**src/design/uhp_pkg.sv**
```systemverilog
// Constants shared by the UART host port and its FIFO.
// Assumes a single mclk domain; nothing here holds logic.
package uhp_pkg;
	localparam int DATA_W = 8;
	localparam int FIFO_DEPTH = 64;
	// Internal register numbers carried in sub-address bits 6:3.
	localparam logic [3:0] REG_DATA = 4'h0;
	localparam logic [3:0] REG_DIV_LO = 4'h1;
	localparam logic [3:0] REG_DIV_HI = 4'h2;
	localparam logic [3:0] REG_MODE = 4'h3;
	localparam logic [3:0] REG_STAT = 4'h4;
	localparam logic [3:0] REG_EXTRA_FEATURE_CONTROL_REG = 4'hf;
	localparam int EXTRA_FEATURE_CONTROL_REG_AUTO_DIR = 4;
	localparam int EXTRA_FEATURE_CONTROL_REG_DIR_INV = 5;
	localparam int MODE_OVS_HI = 1;
	localparam int MODE_OVS_LO = 0;
	localparam int MODE_PRE4 = 2;
	localparam logic [1:0] OVS_SEL_8 = 2'h1;
	localparam logic [1:0] OVS_SEL_4 = 2'h2;
	localparam logic [4:0] OVS_16 = 5'h10;
	localparam logic [4:0] OVS_8 = 5'h08;
	localparam logic [4:0] OVS_4 = 5'h04;
	localparam logic [1:0] PRE_LIM_1 = 2'h0;
	localparam logic [1:0] PRE_LIM_4 = 2'h3;
	localparam logic [15:0] DIV_RST = 16'h0001;
	localparam logic [7:0] MODE_RST = 8'h00;
	localparam logic [7:0] EXTRA_FEATURE_CONTROL_REG_RST = 8'h00;
	// Sub-address and SPI command byte fields.
	localparam int SUB_REG_HI = 6;
	localparam int SUB_REG_LO = 3;
	localparam int SUB_CH_HI = 2;
	localparam int SUB_CH_LO = 1;
	localparam int SPI_RD_BIT = 7;
	localparam logic [1:0] CH_VALID = 2'h0;
	// Slave address base (0x60 as an 8-bit write address).
	localparam logic [6:0] I2C_BASE = 7'h30;
	localparam logic [1:0] STRAP_GND = 2'h1;
	localparam logic [1:0] STRAP_SDA = 2'h3;
	localparam logic [3:0] BYTE_BITS = 4'h8;
	localparam logic [2:0] SPI_LAST = 3'h7;
	localparam logic [3:0] FRAME_LAST = 4'h9;
	typedef enum {
		ST_IDLE, ST_ADDR, ST_SUB, ST_WR, ST_ACK, ST_RD, ST_RACK
	} uhp_i2c_st_t;
endpackage

```
**src/design/uhp_bridge.sv**
```systemverilog
// UART host port: I2C or SPI slave to a small register set, a TX FIFO
// feeding an 8N1 transmitter, an RX FIFO fed from a user port, and
// automatic RS-485 direction output.
// Assumes scl/sda/spi inputs are already synchronous to mclk.
// Behaviour
// - SPI mode drives SO while chip select is low, tristated otherwise.
// - Receive direction after last stop bit.
// - Transmit direction when byte loaded into transmitter.
// - Auto direction off at reset, enable bit4.
// - Direction high receive, low transmit by default.
// - Control bit5 inverts direction polarity.
// - Oversampling of 16, 8 or 4.
// - Prescaler divides input clock by 1 or 4.
// - Separate 64-byte transmit and receive FIFOs.
// - Select pin picks I2C or SPI host port.
// - Start then address byte decoded by slave.
// - Sub-address byte selects internal register.
// - Ack each written byte, data low.
// - Full transmit FIFO write gets a nack.
// - Works at 100 and 400 kbps.
// - Sub-address register 6:3, channel 2:1 zero.
// - Address bit0 zero write, one read.
// - Two straps choose one of eight addresses.
`timescale 1ns/100ps
module uhp_bridge #(
	parameter int FIFO_DEPTH = uhp_pkg::FIFO_DEPTH
) (
	input wire logic mclk, // 125 MHz clock.
	input wire logic sys_rst, // Synchronous reset, high.
	input wire logic clk_en, // Freezes all state when low.
	input wire logic i2c_sel, // High selects I2C, low SPI.
	input wire logic [1:0] addr_strap_hi, // Strap code 0..3.
	input wire logic [1:0] addr_strap_lo, // Strap code 0..3.
	input wire logic scl_in, // Serial clock from host.
	input wire logic sda_in, // I2C data line level.
	output logic sda_out, // I2C data driven value.
	output logic sda_oe_n, // Low pulls data line.
	input wire logic spi_cs_n, // SPI chip select, low.
	input wire logic spi_si, // SPI data in.
	output logic spi_so, // SPI data out.
	output logic spi_so_oe_n, // Low drives SO.
	output logic txd, // UART serial output.
	output logic rts_n, // RS-485 direction output.
	input wire logic [7:0] rx_data, // Received byte.
	input wire logic rx_valid, // Received byte valid.
	output logic rx_ready // RX FIFO can take a byte.
);
	uhp_pkg::uhp_i2c_st_t st_q;
	uhp_pkg::uhp_i2c_st_t nxt_q;
	logic scl_q, sda_q;
	logic din, scl_rise, scl_fall, start_c, stop_c, byte_done;
	logic [7:0] sh_q, so_sh_q, spi_byte, rd_val, wr_dat;
	logic [3:0] cnt_q, reg_q, rd_sel;
	logic rw_q, first_q, mack_q, ch_ok_q, spi_done;
	logic wr_go, rd_go, wr_ok;
	logic [6:0] my_addr_q;
	logic [15:0] div_q;
	logic [7:0] mode_q, extra_feature_control_reg_q;
	logic tx_in_ready, tx_out_valid, tx_pop;
	logic [7:0] tx_out_data;
	logic rx_out_valid, rx_pop;
	logic [7:0] rx_out_data;
	logic [1:0] pre_q, pre_lim;
	logic [15:0] dcnt_q;
	logic [4:0] ocnt_q, ovs_n;
	logic smp_tick, bit_tick;
	logic busy_q, dir_rx_q;
	logic [3:0] bit_q;
	logic [7:0] tsh_q;

	// Bit 2 of the address from the high strap, bits 1:0 from the low.
	function automatic logic [6:0] strap_addr(input logic [1:0] hi,
			input logic [1:0] lo);
		logic hb;
		hb = (hi == uhp_pkg::STRAP_GND) || (hi == uhp_pkg::STRAP_SDA);
		strap_addr = uhp_pkg::I2C_BASE | {4'h0, hb, lo};
	endfunction

	always_ff @(posedge mclk) begin
		if (sys_rst) begin
			my_addr_q <= strap_addr(addr_strap_hi, addr_strap_lo);
		end
	end

	assign din = i2c_sel ? sda_in : spi_si;
	assign scl_rise = scl_in && !scl_q;
	assign scl_fall = !scl_in && scl_q;
	assign start_c = scl_in && scl_q && sda_q && !sda_in;
	assign stop_c = scl_in && scl_q && !sda_q && sda_in;
	assign byte_done = scl_fall && (cnt_q == uhp_pkg::BYTE_BITS);
	assign spi_byte = {sh_q[6:0], din};
	assign spi_done = !spi_cs_n && scl_rise &&
		(cnt_q[2:0] == uhp_pkg::SPI_LAST);
	assign sda_out = 1'b0;

	always_ff @(posedge mclk) begin
		if (sys_rst) begin
			scl_q <= 1'b1;
			sda_q <= 1'b1;
		end else if (clk_en) begin
			scl_q <= scl_in;
			sda_q <= sda_in;
		end
	end

	// Register strobes shared by both host ports.
	always_comb begin
		wr_go = 1'b0;
		rd_go = 1'b0;
		wr_dat = sh_q;
		rd_sel = reg_q;
		if (i2c_sel) begin
			wr_go = (st_q == uhp_pkg::ST_WR) && byte_done && ch_ok_q;
			rd_go = scl_fall && (((st_q == uhp_pkg::ST_ACK) &&
				(nxt_q == uhp_pkg::ST_RD)) ||
				((st_q == uhp_pkg::ST_RACK) && !mack_q));
		end else begin
			wr_dat = spi_byte;
			wr_go = spi_done && !first_q && !rw_q && ch_ok_q;
			rd_go = spi_done && (first_q ? spi_byte[uhp_pkg::SPI_RD_BIT]
				: rw_q);
			if (first_q) begin
				rd_sel = spi_byte[uhp_pkg::SUB_REG_HI:uhp_pkg::SUB_REG_LO];
			end
		end
	end

	assign wr_ok = !((reg_q == uhp_pkg::REG_DATA) && !tx_in_ready);
	assign rx_pop = rd_go && (rd_sel == uhp_pkg::REG_DATA);

	always_comb begin
		unique case (rd_sel)
			uhp_pkg::REG_DATA: rd_val = rx_out_valid ? rx_out_data : 8'h00;
			uhp_pkg::REG_DIV_LO: rd_val = div_q[7:0];
			uhp_pkg::REG_DIV_HI: rd_val = div_q[15:8];
			uhp_pkg::REG_MODE: rd_val = mode_q;
			uhp_pkg::REG_STAT: rd_val = {3'h0, dir_rx_q, busy_q,
				rx_out_valid, !tx_in_ready, !tx_out_valid};
			uhp_pkg::REG_EXTRA_FEATURE_CONTROL_REG: rd_val = extra_feature_control_reg_q;
			default: rd_val = 8'h00;
		endcase
	end

	// Host port sequencing; only the selected port's branch runs.
	always_ff @(posedge mclk) begin
		if (sys_rst) begin
			st_q <= uhp_pkg::ST_IDLE;
			nxt_q <= uhp_pkg::ST_IDLE;
			sh_q <= 8'h00;
			so_sh_q <= 8'h00;
			cnt_q <= 4'h0;
			reg_q <= 4'h0;
			rw_q <= 1'b0;
			first_q <= 1'b1;
			mack_q <= 1'b1;
			ch_ok_q <= 1'b0;
			sda_oe_n <= 1'b1;
			spi_so <= 1'b0;
			spi_so_oe_n <= 1'b1;
		end else if (clk_en) begin
			spi_so_oe_n <= i2c_sel || spi_cs_n;
			if (!i2c_sel) begin
				sda_oe_n <= 1'b1;
				st_q <= uhp_pkg::ST_IDLE;
				if (spi_cs_n) begin
					cnt_q <= 4'h0;
					first_q <= 1'b1;
				end else if (scl_rise) begin
					sh_q <= spi_byte;
					cnt_q <= {1'b0, cnt_q[2:0] + 3'h1};
					if (spi_done && first_q) begin
						first_q <= 1'b0;
						rw_q <= spi_byte[uhp_pkg::SPI_RD_BIT];
						reg_q <= rd_sel;
						ch_ok_q <= spi_byte[uhp_pkg::SUB_CH_HI:
							uhp_pkg::SUB_CH_LO] == uhp_pkg::CH_VALID;
					end
					if (rd_go) begin
						so_sh_q <= rd_val;
					end
				end else if (scl_fall) begin
					spi_so <= so_sh_q[7];
					so_sh_q <= {so_sh_q[6:0], 1'b0};
				end
			end else if (start_c) begin
				st_q <= uhp_pkg::ST_ADDR;
				cnt_q <= 4'h0;
				sda_oe_n <= 1'b1;
			end else if (stop_c) begin
				st_q <= uhp_pkg::ST_IDLE;
				sda_oe_n <= 1'b1;
			end else begin
				unique case (st_q)
					uhp_pkg::ST_ADDR, uhp_pkg::ST_SUB, uhp_pkg::ST_WR: begin
						if (scl_rise) begin
							sh_q <= {sh_q[6:0], din};
							cnt_q <= cnt_q + 4'h1;
						end else if (byte_done) begin
							cnt_q <= 4'h0;
							st_q <= uhp_pkg::ST_ACK;
							nxt_q <= uhp_pkg::ST_WR;
							sda_oe_n <= 1'b0;
							if (st_q == uhp_pkg::ST_ADDR) begin
								rw_q <= sh_q[0];
								nxt_q <= sh_q[0] ? uhp_pkg::ST_RD
									: uhp_pkg::ST_SUB;
								if (sh_q[7:1] != my_addr_q) begin
									st_q <= uhp_pkg::ST_IDLE;
									sda_oe_n <= 1'b1;
								end
							end else if (st_q == uhp_pkg::ST_SUB) begin
								reg_q <= sh_q[uhp_pkg::SUB_REG_HI:
									uhp_pkg::SUB_REG_LO];
								ch_ok_q <= sh_q[uhp_pkg::SUB_CH_HI:
									uhp_pkg::SUB_CH_LO] == uhp_pkg::CH_VALID;
								if (sh_q[uhp_pkg::SUB_CH_HI:uhp_pkg::SUB_CH_LO]
										!= uhp_pkg::CH_VALID) begin
									sda_oe_n <= 1'b1;
									nxt_q <= uhp_pkg::ST_IDLE;
								end
							end else begin
								sda_oe_n <= !(wr_ok && ch_ok_q);
							end
						end
					end
					uhp_pkg::ST_ACK: begin
						if (scl_fall) begin
							sda_oe_n <= 1'b1;
							st_q <= nxt_q;
							cnt_q <= 4'h0;
							if (nxt_q == uhp_pkg::ST_RD) begin
								sh_q <= {rd_val[6:0], 1'b0};
								sda_oe_n <= rd_val[7];
								cnt_q <= 4'h1;
							end
						end
					end
					uhp_pkg::ST_RD: begin
						if (scl_fall) begin
							if (cnt_q == uhp_pkg::BYTE_BITS) begin
								sda_oe_n <= 1'b1;
								st_q <= uhp_pkg::ST_RACK;
							end else begin
								sda_oe_n <= sh_q[7];
								sh_q <= {sh_q[6:0], 1'b0};
								cnt_q <= cnt_q + 4'h1;
							end
						end
					end
					uhp_pkg::ST_RACK: begin
						if (scl_rise) begin
							mack_q <= din;
						end else if (scl_fall) begin
							if (!mack_q) begin
								sh_q <= {rd_val[6:0], 1'b0};
								sda_oe_n <= rd_val[7];
								cnt_q <= 4'h1;
								st_q <= uhp_pkg::ST_RD;
							end else begin
								st_q <= uhp_pkg::ST_IDLE;
							end
						end
					end
					uhp_pkg::ST_IDLE: begin
						sda_oe_n <= 1'b1;
					end
				endcase
			end
		end
	end

	// Software-visible control; a zero divisor behaves as one.
	always_ff @(posedge mclk) begin
		if (sys_rst) begin
			div_q <= uhp_pkg::DIV_RST;
			mode_q <= uhp_pkg::MODE_RST;
			extra_feature_control_reg_q <= uhp_pkg::EXTRA_FEATURE_CONTROL_REG_RST;
		end else if (clk_en && wr_go) begin
			unique case (reg_q)
				uhp_pkg::REG_DIV_LO: div_q[7:0] <= wr_dat;
				uhp_pkg::REG_DIV_HI: div_q[15:8] <= wr_dat;
				uhp_pkg::REG_MODE: mode_q <= wr_dat;
				uhp_pkg::REG_EXTRA_FEATURE_CONTROL_REG: extra_feature_control_reg_q <= wr_dat;
				default: ;
			endcase
		end
	end

	uhp_fifo #(.W(uhp_pkg::DATA_W), .DEPTH(FIFO_DEPTH)) u_tx_fifo (
		.mclk(mclk),
		.sys_rst(sys_rst),
		.clk_en(clk_en),
		.in_valid(wr_go && (reg_q == uhp_pkg::REG_DATA)),
		.in_ready(tx_in_ready),
		.in_data(wr_dat),
		.out_valid(tx_out_valid),
		.out_ready(tx_pop),
		.out_data(tx_out_data)
	);

	uhp_fifo #(.W(uhp_pkg::DATA_W), .DEPTH(FIFO_DEPTH)) u_rx_fifo (
		.mclk(mclk),
		.sys_rst(sys_rst),
		.clk_en(clk_en),
		.in_valid(rx_valid),
		.in_ready(rx_ready),
		.in_data(rx_data),
		.out_valid(rx_out_valid),
		.out_ready(rx_pop),
		.out_data(rx_out_data)
	);

	// Baud generation: prescaler, integer divisor, then oversampling.
	assign pre_lim = mode_q[uhp_pkg::MODE_PRE4] ? uhp_pkg::PRE_LIM_4
		: uhp_pkg::PRE_LIM_1;
	always_comb begin
		unique case (mode_q[uhp_pkg::MODE_OVS_HI:uhp_pkg::MODE_OVS_LO])
			uhp_pkg::OVS_SEL_8: ovs_n = uhp_pkg::OVS_8;
			uhp_pkg::OVS_SEL_4: ovs_n = uhp_pkg::OVS_4;
			default: ovs_n = uhp_pkg::OVS_16;
		endcase
	end
	assign smp_tick = (pre_q == pre_lim) &&
		((dcnt_q + 16'h1) >= div_q);
	assign bit_tick = smp_tick && ((ocnt_q + 5'h1) >= ovs_n);
	assign tx_pop = !busy_q;

	always_ff @(posedge mclk) begin
		if (sys_rst || !busy_q) begin
			pre_q <= 2'h0;
			dcnt_q <= 16'h0;
			ocnt_q <= 5'h0;
		end else if (clk_en) begin
			pre_q <= (pre_q == pre_lim) ? 2'h0 : pre_q + 2'h1;
			if (pre_q == pre_lim) begin
				dcnt_q <= smp_tick ? 16'h0 : dcnt_q + 16'h1;
			end
			if (smp_tick) begin
				ocnt_q <= bit_tick ? 5'h0 : ocnt_q + 5'h1;
			end
		end
	end

	always_ff @(posedge mclk) begin
		if (sys_rst) begin
			busy_q <= 1'b0;
			bit_q <= 4'h0;
			tsh_q <= 8'h00;
			txd <= 1'b1;
		end else if (clk_en) begin
			if (!busy_q) begin
				if (tx_out_valid) begin
					busy_q <= 1'b1;
					tsh_q <= tx_out_data;
					bit_q <= 4'h0;
					txd <= 1'b0;
				end
			end else if (bit_tick) begin
				if (bit_q == uhp_pkg::FRAME_LAST) begin
					busy_q <= 1'b0;
				end else begin
					txd <= (bit_q == uhp_pkg::BYTE_BITS) ? 1'b1 : tsh_q[0];
					tsh_q <= {1'b0, tsh_q[7:1]};
					bit_q <= bit_q + 4'h1;
				end
			end
		end
	end

	// Direction follows the transmitter, not the FIFO, so back-to-back
	// bytes keep the line turned toward transmit.
	always_ff @(posedge mclk) begin
		if (sys_rst) begin
			dir_rx_q <= 1'b1;
			rts_n <= 1'b1;
		end else if (clk_en) begin
			if (!busy_q && tx_out_valid) begin
				dir_rx_q <= 1'b0;
			end else if (!busy_q) begin
				dir_rx_q <= 1'b1;
			end
			rts_n <= extra_feature_control_reg_q[uhp_pkg::EXTRA_FEATURE_CONTROL_REG_AUTO_DIR] ?
				(dir_rx_q ^ extra_feature_control_reg_q[uhp_pkg::EXTRA_FEATURE_CONTROL_REG_DIR_INV]) : 1'b1;
		end
	end
endmodule // uhp_bridge

```
**src/design/uhp_fifo.sv**
```systemverilog
// Synchronous FIFO with valid/ready on both sides.
// Assumes one clock; clk_en low freezes every pointer.
`timescale 1ns/100ps
module uhp_fifo #(
	parameter int W = 8,
	parameter int DEPTH = 64
) (
	input wire logic mclk, // Clock.
	input wire logic sys_rst, // Synchronous reset, high.
	input wire logic clk_en, // Freezes state when low.
	input wire logic in_valid, // Write request.
	output logic in_ready, // Not full.
	input wire logic [W-1:0] in_data, // Write data.
	output logic out_valid, // Not empty.
	input wire logic out_ready, // Read accept.
	output logic [W-1:0] out_data // Head word.
);
	localparam int AW = $clog2(DEPTH);
	logic [W-1:0] mem [DEPTH];
	logic [AW:0] wp_q;
	logic [AW:0] rp_q;
	logic push;
	logic pop;

	assign in_ready = (wp_q - rp_q) != (AW+1)'(DEPTH);
	assign out_valid = wp_q != rp_q;
	assign push = in_valid && in_ready;
	assign pop = out_valid && out_ready;
	assign out_data = mem[rp_q[AW-1:0]];

	always_ff @(posedge mclk) begin
		if (clk_en && push) begin
			mem[wp_q[AW-1:0]] <= in_data;
		end
	end

	always_ff @(posedge mclk) begin
		if (sys_rst) begin
			wp_q <= '0;
			rp_q <= '0;
		end else if (clk_en) begin
			if (push) begin
				wp_q <= wp_q + 1'b1;
			end
			if (pop) begin
				rp_q <= rp_q + 1'b1;
			end
		end
	end
endmodule // uhp_fifo

```
**config.mk**
```make
export PLATFORM = sky130hd
export DESIGN_NAME = uhp_bridge
export DESIGN_NICKNAME = d
export VERILOG_FILES = /design/src/design/uhp_pkg.sv /design/src/design/uhp_bridge.sv /design/src/design/uhp_fifo.sv
export SDC_FILE = /design/constraint.sdc
export NUM_CORES = 1
export LEC_CHECK = 0
export ABC_AREA = 1
export BUFFER_PORTS_ARGS = -buffer_cell sky130_fd_sc_hd__buf_2
export CAP_MARGIN = 20
export CORE_MARGIN = 3
export CORE_UTILIZATION = 46
export DETAILED_ROUTE_END_ITERATION = 6
export PLACE_DENSITY_LB_ADDON = 0.15
export REMOVE_ABC_BUFFERS = 1
export SLEW_MARGIN = 20
export SYNTH_ARGS = -nofsm -noshare
export SYNTH_HDL_FRONTEND = slang
export SYNTH_SLANG_ARGS = --single-unit
```
**constraint.sdc**
```tcl
create_clock -name mclk -period 5.4 [get_ports mclk]
set_clock_uncertainty 0.1 [all_clocks]
set_input_delay 0 -clock mclk [delete_from_list [all_inputs] [get_ports mclk]]
set_output_delay 0 -clock mclk [all_outputs]
set_load 0.005 [all_outputs]
```
# Yosys cells after proc, flatten, opt, wreduce, memory -nomap -nowiden
# Memories as Yosys holds them, arrays and structs flattened. A register that Yosys moved wholly into a read port is not among the register bits.
# Cells that the tools add are included.
dict set report totals {
  mem_count 2
  in_bits 21
  word_cells 359
  output_inout_bits 7
  ramBits 1024
  regBits 199
}
# name words width read_ports rd_clocked_by_memory_dff wr line
set memory_table {}
lappend memory_table {u_rx_fifo.mem 64 8 1 1 1 uhp_fifo.sv:19} ;# logic [W-1:0] mem [DEPTH];
lappend memory_table {u_tx_fifo.mem 64 8 1 1 1 uhp_fifo.sv:19}
dict set report op_classes {
  n_reduce_logical 87
  magnitude_cmp 2
  muxes 143
  add_sub_neg 12
  eq_ne 74
  n_bitwise 6
}
# cell n
set op_table {}
lappend op_table {{2-to-1 mux 32 bit} 10}
lappend op_table {{2-to-1 mux 8 bit} 21}
lappend op_table {{equality test 32 x 3 -> 1 bit, second input constant} 5}
lappend op_table {{case mux 32 bit (4 select lines)} 1}
lappend op_table {{2-to-1 mux 4 bit} 30}
lappend op_table {{equality test 32 x 2 -> 1 bit, second input constant} 3}
lappend op_table {{equality test 32 x 4 -> 1 bit, second input constant} 3}
lappend op_table {{2-to-1 mux 1 bit} 61}
lappend op_table {{inequality test 5 bit, second input constant} 12}
lappend op_table {{case mux 8 bit (6 select lines)} 1}
lappend op_table {{logical AND 1 bit} 33}
lappend op_table {{equality test 32 x 1 -> 1 bit, second input constant} 1}
lappend op_table {{zero test 32 bit} 1}
lappend op_table {{case mux 8 bit (4 select lines)} 1}
lappend op_table {{adder 7 x 1 -> 7 bit, second input constant} 4}
lappend op_table {{2-to-1 mux 6 bit} 4}
lappend op_table {{inequality test 3 bit, second input constant} 8}
lappend op_table {{inequality test 4 bit, second input constant} 6}
lappend op_table {{AND reduction 11 bit} 2}
lappend op_table {{AND reduction 2 bit} 11}
lappend op_table {{equality test 4 bit, second input constant} 5}
lappend op_table {{adder 16 x 1 -> 16 bit, second input constant} 1}
lappend op_table {{equality test 4 x 2 -> 1 bit, second input constant} 4}
lappend op_table {{>= comparator 16 bit} 1}
lappend op_table {{44 further kinds} 95}

# Depth between registers and ports, before layout
# Gate-level depths: netlist of the first run.
dict set report depth {
  depth_word 15
  ltp_mapped 25
}

# Modules after synthesis
# A second synthesis of the first run with hierarchy kept.
dict set report unflattened {
  cells_unflattened 4767
  area_unflattened_um2 50582.3
}
# module cells_per_inst n_inst area_per_inst_um2 seq_area_each_um2
set modules_own_cells {}
lappend modules_own_cells {{uhp_fifo at u_rx_fifo} 1858 1 21808.4 15775.1}
lappend modules_own_cells {{uhp_fifo at u_tx_fifo} 1858 1 21799.7 15775.1}
lappend modules_own_cells {uhp_bridge 1051 1 6974.2 2292.2}

# Worst setup path before layout of the first run
# No wires, ideal clock.
dict set report synth_path {
  path_type {input to register}
  from {input port i2c_sel}
  to {memory u_tx_fifo.mem[0][7], data pin}
  n_path_buf 3
  setup_time_ns 0.731
  required_ns 4.569
  cell_stages 4
  arrival_ns 3.204
  setup_slack_ns 1.365
  path_cell_list {buf_2 > clkbuf_1 > buf_2 > o21ai_0}
}
dict set report synth_between {
  elab_chain_cells 1
}
# element line
set synth_rtl {}
lappend synth_rtl {{start, declared} uhp_bridge.sv:31} ;# input wire logic i2c_sel,
lappend synth_rtl {{2-to-1 mux 8 bit} uhp_bridge.sv:112} ;# if (i2c_sel) begin
lappend synth_rtl {{via u_tx_fifo.in_data[7]} uhp_fifo.sv:13} ;# input wire logic [W-1:0] in_data,
lappend synth_rtl {{end, declared} uhp_fifo.sv:19}
# The timed path passes the listed nets, and every way through them passes these cells.

# Worst setup path after layout of the first run
dict set report layout_path {
  from {register u_rx_fifo.wp_q[0]}
  to {memory u_rx_fifo.mem[13][3] (enable)}
}
dict set report layout_between {
  elab_chain_cells 6
}
# element line
set layout_rtl {}
lappend layout_rtl {{start, declared} uhp_fifo.sv:20} ;# logic [AW:0] wp_q;
lappend layout_rtl {{start signal, assigned} uhp_fifo.sv:43} ;# wp_q <= wp_q + 1'b1;
lappend layout_rtl {{subtractor 7 bit} uhp_fifo.sv:25} ;# assign in_ready = (wp_q - rp_q) != (AW+1)'(DEPTH);
lappend layout_rtl {{inequality test 7 bit} uhp_fifo.sv:25}
lappend layout_rtl {{logical AND 1 bit} uhp_fifo.sv:27} ;# assign push = in_valid && in_ready;
lappend layout_rtl {{logical AND 1 bit} uhp_fifo.sv:32} ;# if (clk_en && push) begin
lappend layout_rtl {{2-to-1 mux 1 bit} uhp_fifo.sv:32}
lappend layout_rtl {{2-to-1 mux 1 bit (implied by the code)} uhp_fifo.sv:33} ;# mem[wp_q[AW-1:0]] <= in_data;
lappend layout_rtl {{end, declared} uhp_fifo.sv:19}
# Parallel ways exist; a longest one is shown, timed or not.

==> results.cfg, run 1 <==
[pwr]
swShare = 0.233
intPower_uw = 15000
vdd_drop_max_v = 0.000309
design_power_total_uw = 19500
p_per_area_nw_per_um2 = 352
p_sw_uw = 4560
p_leak_uw = 0.0194
seqPwrFrac = 0.516
p_comb_frac = 0.068
clockPowerShare = 0.415

[sta]
layout_setup_ws_ns = 1.30
period_needed_ns = 4.10
hold_slack_ns = 0.102
finalCritPeriodShare = 0.760
slew_violations = 0
max_freq_mhz = 244
slew_headroom = 0.313
setup_violations = 0
hold_violations = 0
rsz0062_at_grt = no
tightest_slew_ns = 1.03

[die]
core_area_um2 = 108000
die_x_um = 336
io_pins = 28
start_util = 0.465
die_area_um2 = 113000
die_h_um = 336
std_cell_rows = 120

[global_routing]
antenna_found_initial = 0
grt_pass1_vias = 32000
grt_pass1_wl_um = 197000
grt-ovfl-total = 0
grt_max_degree = 160
grt_usage = 0.228

[cells_and_area]
fin_nets = 4640
drive_gt1_frac = 0.0704
diodes = 0
area_delta_synth_final_pct = 10.9
fin_cells = 6073
fin_util = 0.516

[worst_setup_path]
r2r_slack_ns = 1.30
rr_startpoint = u_rx_fifo.wp_q[0]
worstPathArrival_ns = 4.31
startpoint_type = flip-flop
crit_type = reg2reg
regToRegEndpoint = u_rx_fifo.mem[13][3]
path_max_fanout = 13
r2r.worst_path.cells = 11
endpoint_kind = flip-flop
crit_required_ns = 5.60

[cts]
cts_tree = yes
cts_setup_buffers = 0
htree_levels = 3
cts_root_buf = clkbuf_16
worst_skew_pair.late_latency_ns = 0.72
path_clk_slew_ns = 0.06
numCtsBuffers = 121
clockBufferDepth = 3
numClockSinks = 1177

[worst_hold_path]
worstHoldStart = sda_in
whs_endpoint = sda_q
hold_depth = 4
holdCritPathClass = in2reg

[detailed_routing]
drc = 0
antenna_left = 0
vias = 33900
wl_per_cell_um = 21.5
wl_um = 131000
first_pass_iters = 7
dr.first_iter.drc_count = 3141
viasPerCell = 5.58

[logic_synthesis]
ys_warn_count = 0
synth-edff-count = 1027
syn_inst = 4596
yosys_most_used_dff = edfxtp_1
synth_area_um2 = 50000
synth-seq-cells = 1177
async_flop_share = 0
syn_area_per_cell_um2 = 10.9
ys_types = 60
ys_seq_area_frac = 0.676

[placed_design]
dp_slack_ns = 1.35
dp.final_hpwl_um = 74900
place_congestion = 0.870
dp.cells = 5826
numPortBuffers = 25

[run_status]
outcome = complete, no violations

[flow_run]
cap_violations = 0
## metrics by stage
| stage | instance area [µm²] | TNS [ns] |
|---|---|---|
| detailed placement | 51400 | 0 |
| floorplan | 48900 | -110.95 |
| global placement | 51400 | 0 |
| finish | 55500 | 0 |
| global route | 55500 | 0 |
| CTS | 55500 | 0 |
## worst max-delay path by stage
stage	from	end	cells past startpoint
5_1_grt	dcnt_q[0]	tsh_q[2]	24
3_5_place_dp	u_rx_fifo.wp_q[0]	u_rx_fifo.mem[15][3]	11
2_1_floorplan	flip-flop	tsh_q[0]	11
4_1_cts	u_rx_fifo.wp_q[0]	u_rx_fifo.mem[15][4]	11
3_3_place_gp	dcnt_q[0]	dcnt_q[14]	21
6_report	u_rx_fifo.wp_q[0]	u_rx_fifo.mem[13][3]	11
## routing by layer
metal / GRT usage / routed length (µm)
met5: 0 / 0
met3: 0.0414 / 8740
met2: 0.358 / 59800
met4: 0.0710 / 3780
met1: 0.325 / 58300
## repair_timing
action	4_1_cts	5_1_grt
hold buffers	27	0
resized for setup	0	0
hold endpoints to repair	530	0
## area by class of cell
class                      count  area (µm²)
clock buffer                 163        3290
timing repair buffer         111         913
multi-input combinational   2932       14300
sequential                  1177       33900
tap                         1403        1760
clock inverter                57         544
fill                        9484       52000
inverter                     230         883
## synthesized netlist by cell type, drive strengths merged (3+ instances only)
cell type	instances	area [µm²]
a211oi	8	60.1
a21oi	189	946
a221oi	4	41.3
a22oi	4	30.0
a31oi	9	62.6
buf	138	706
clkbuf	119	447
clkinv	4	16.3
dfxtp	150	3000
edfxtp	1027	30800
ha	46	576
inv	226	848
nand2	931	3530
nand3	659	3410
nand4	22	180
nor2	484	1870
nor3	38	211
nor4	3	18.8
o211ai	32	240
o21ai	354	1790
o21bai	5	48.8
o221ai	57	499
o22ai	27	175
o31ai	17	133
xnor2	9	78.8
xor2	20	175
## sequential cells by signal, indices dropped and copies added, names as in the netlist, 2 cells and up, named ones only
signal,flops
u_rx_fifo.mem,512
u_tx_fifo.mem,512
dcnt_q,16
div_q,16
extra_feature_control_reg_q,8
mode_q,8
sh_q,8
so_sh_q,8
tsh_q,8
u_rx_fifo.rp_q,7
u_rx_fifo.wp_q,7
u_tx_fifo.rp_q,7
u_tx_fifo.wp_q,7
ocnt_q,5
bit_q,4
cnt_q,4
reg_q,4
my_addr_q,3
nxt_q,3
st_q,3
pre_q,2
## power by group through the flow
stage	Sequential, µW	Combinational, µW	Clock, µW
5_1_grt	10100	1470	8620
2_1_floorplan	10300	705	0
4_1_cts	10100	1330	8240
6_report	10100	1330	8110
3_3_place_gp	10300	1300	0
3_5_place_dp	10300	1310	0
## worst max-delay path, stage by stage (launching register included)
cell      delay (ns)
dfxtp_1         0.52
clkinv_1        0.34
ha_1            0.32
o21bai_4        0.19
a21oi_1         0.12
o21bai_1        0.17
xor2_1          0.09
nand3_1         0.13
nand2_2         0.13
inv_2           0.26
nand4_2         0.54
nor2_1          0.78
## cells by family after synthesis
group           synth area share
buf+inv                   0.0403
compound gates            0.0813
fa+ha+maj                 0.0115
flops                      0.676
other cells            0.0000749
xor+xnor                 0.00508
mux                     0.000225
simple gates               0.185
## placed cells by master (no fill, tap or decap), drive strengths merged, types with 46 or more instances in the layout
cell type     n
nor2        484
edfxtp     1027
o221ai       57
inv         227
nand2       931
o21ai       354
dfxtp       150
a21oi       189
nand3       659
clkbuf      163
ha           46
clkinv       51
buf          84
(Power assumes the default switching activity.)
==> run 2, diff against run 1 <==
Clock period 5.4 ns to 3.8 ns, I/O delays scaled along.
==> run 2 against run 1 <==
Worst setup slack lost 1.0 ns. Combinational power grew 47%. Global-route usage rose by 0.35 points. Critical path type unchanged. Critical endpoint is now tsh_q[6].
==> results.cfg, run 2 (same netlist as run 1, synthesis figures left out) <==
[global_routing]
grt-ovfl-total = 0
grt_pass1_vias = 32600
grt_usage = 0.232
grt_pass1_wl_um = 201000
grt_max_degree = 117
antenna_found_initial = 1

[pwr]
seqPwrFrac = 0.512
swShare = 0.234
p_leak_uw = 0.0203
p_comb_frac = 0.070
vdd_drop_max_v = 0.000393
intPower_uw = 21400
p_per_area_nw_per_um2 = 490
clockPowerShare = 0.418
p_sw_uw = 6540

[worst_setup_path]
max_stage_delay_ns = 0.36
crit_type = reg2reg
critical-path-top-delay-family = simple AND/OR/NAND/NOR gates
path_buf_inv = 6
worstPathArrival_ns = 4.07
endpoint_kind = flip-flop
startpoint_type = flip-flop
crit_required_ns = 4.36
path_max_fanout = 6
cp_slowest_cell = dfxtp_4

[detailed_routing]
viasPerCell = 5.55
wl_per_cell_um = 21.2
wl_um = 132000
first_pass_iters = 6
dr.first_iter.drc_count = 3222
drc = 0
vias = 34600
antenna_left = 0

[die]
die_x_um = 336
core_area_um2 = 108000
std_cell_rows = 120
die_area_um2 = 113000
die_h_um = 336
io_pins = 28
start_util = 0.465

[cts]
cts_tree = yes
numClockSinks = 1177
clockBufferDepth = 3
numCtsBuffers = 118
worst_skew_pair.late_latency_ns = 0.72
path_clk_slew_ns = 0.06
htree_levels = 3
cts_root_buf = clkbuf_16

[sta]
slew_headroom = 0.244
period_needed_ns = 3.51
setup_violations = 0
tightest_slew_ns = 1.13
layout_setup_ws_ns = 0.292
slew_violations = 0
max_freq_mhz = 285
hold_slack_ns = 0.155
finalCritPeriodShare = 0.923
hold_violations = 0

[placed_design]
numPortBuffers = 25
dp.final_hpwl_um = 79500
place_area_um2 = 52700
dp_slack_ns = -0.0866
dp.cells = 5975
place_congestion = 0.866

[cells_and_area]
diodes = 0
area_delta_synth_final_pct = 13.9
fillerInstances = 9390
final_common_cell = edfxtp_1
design_area_um2 = 57000
fin_cells = 6229
final_cell_mix = 1027 x edfxtp_1, 920 x nand2_1, 643 x nand3_1
fin_nets = 4793
fin_util = 0.530
drive_gt1_frac = 0.104

[worst_hold_path]
holdCritPathClass = in2reg

[run_status]
outcome = complete, no violations

[flow_run]
cap_violations = 0
[run 2: changes by cell type in the layout (fill, tap and decap cells not counted), moves of 6 or more]
cell        before  now
buf_12           6   17
buf_4           53  194
clkbuf_1        33   24
clkinv_2        22   15
clkinvlp_4       1    7
[run 2: layout make-up]
type                       instances  area, µm²  area share
sequential                      1177      33900       0.594
clock inverter                    67        662      0.0116
multi-input combinational       2932      14300       0.252
tap                             1403       1760      0.0308
clock buffer                     153       3240      0.0568
inverter                         230        880      0.0154
timing repair buffer             267       2260      0.0396
[run 2: layer usage]
| metal | part of all wire | up-vias | GRT usage |
|---|---|---|---|
| met1 | 0.44 | 16800 | 0.332 |
| met4 | 0.027 | 2 | 0.0724 |
| met3 | 0.064 | 213 | 0.0338 |
| li1 | - | 16500 | - |
| met2 | 0.47 | 1039 | 0.368 |
| met5 | 0.000068 | - | 0 |
[run 2: worst paths after layout]
kind | from | to | slack, ns | cells after the start
worst max-delay path | dcnt_q[0] | tsh_q[6] | 0.29 | 25
worst min-delay path | sda_in | sda_q | 0.15 | 4
worst max register to register | dcnt_q[0] | tsh_q[6] | 0.29 | 25
worst min register to register | extra_feature_control_reg_q[7] | extra_feature_control_reg_q[7] | 0.35 | 2
[run 2: through the flow]
| step | TNS (ns) | total power [µW] |
|---|---|---|
| 2_1_floorplan | -211.58 | 15700 |
| 3_3_place_gp | 0 | 16500 |
| 3_5_place_dp | -0.672 | 16500 |
| 4_1_cts | 0 | 28200 |
| 5_1_grt | -0.0300 | 28900 |
| 6_report | 0 | 28000 |
[run 2: worst reg2reg max path, delay by kind of cell, from the launching register on]
kind / cells / cell delay (ns)
XOR/XNOR: 1 / 0.15
buffers and inverters: 6 / 0.56
AND/OR/NAND/NOR: 16 / 1.88
flip-flops: 1 / 0.36
adder cells (fa/ha/maj): 2 / 0.41
[run 2: power by group through the flow]
stage | clock network, µW | logic [µW] | registers (µW)
after global placement | 0 | 1920 | 14600
after CTS | 11900 | 1960 | 14300
after floorplan | 0 | 1000 | 14700
final | 11700 | 1960 | 14300
after detailed placement | 0 | 1930 | 14600
after global routing | 12400 | 2160 | 14300
[run 2: timing repair]
action,4_1_cts,5_1_grt
buffers inserted,0,2
pin swaps,0,8
hold endpoints to repair,413,0
hold buffers,30,0
setup endpoints to repair,11,34
gates cloned,0,1
resized for setup,1,22
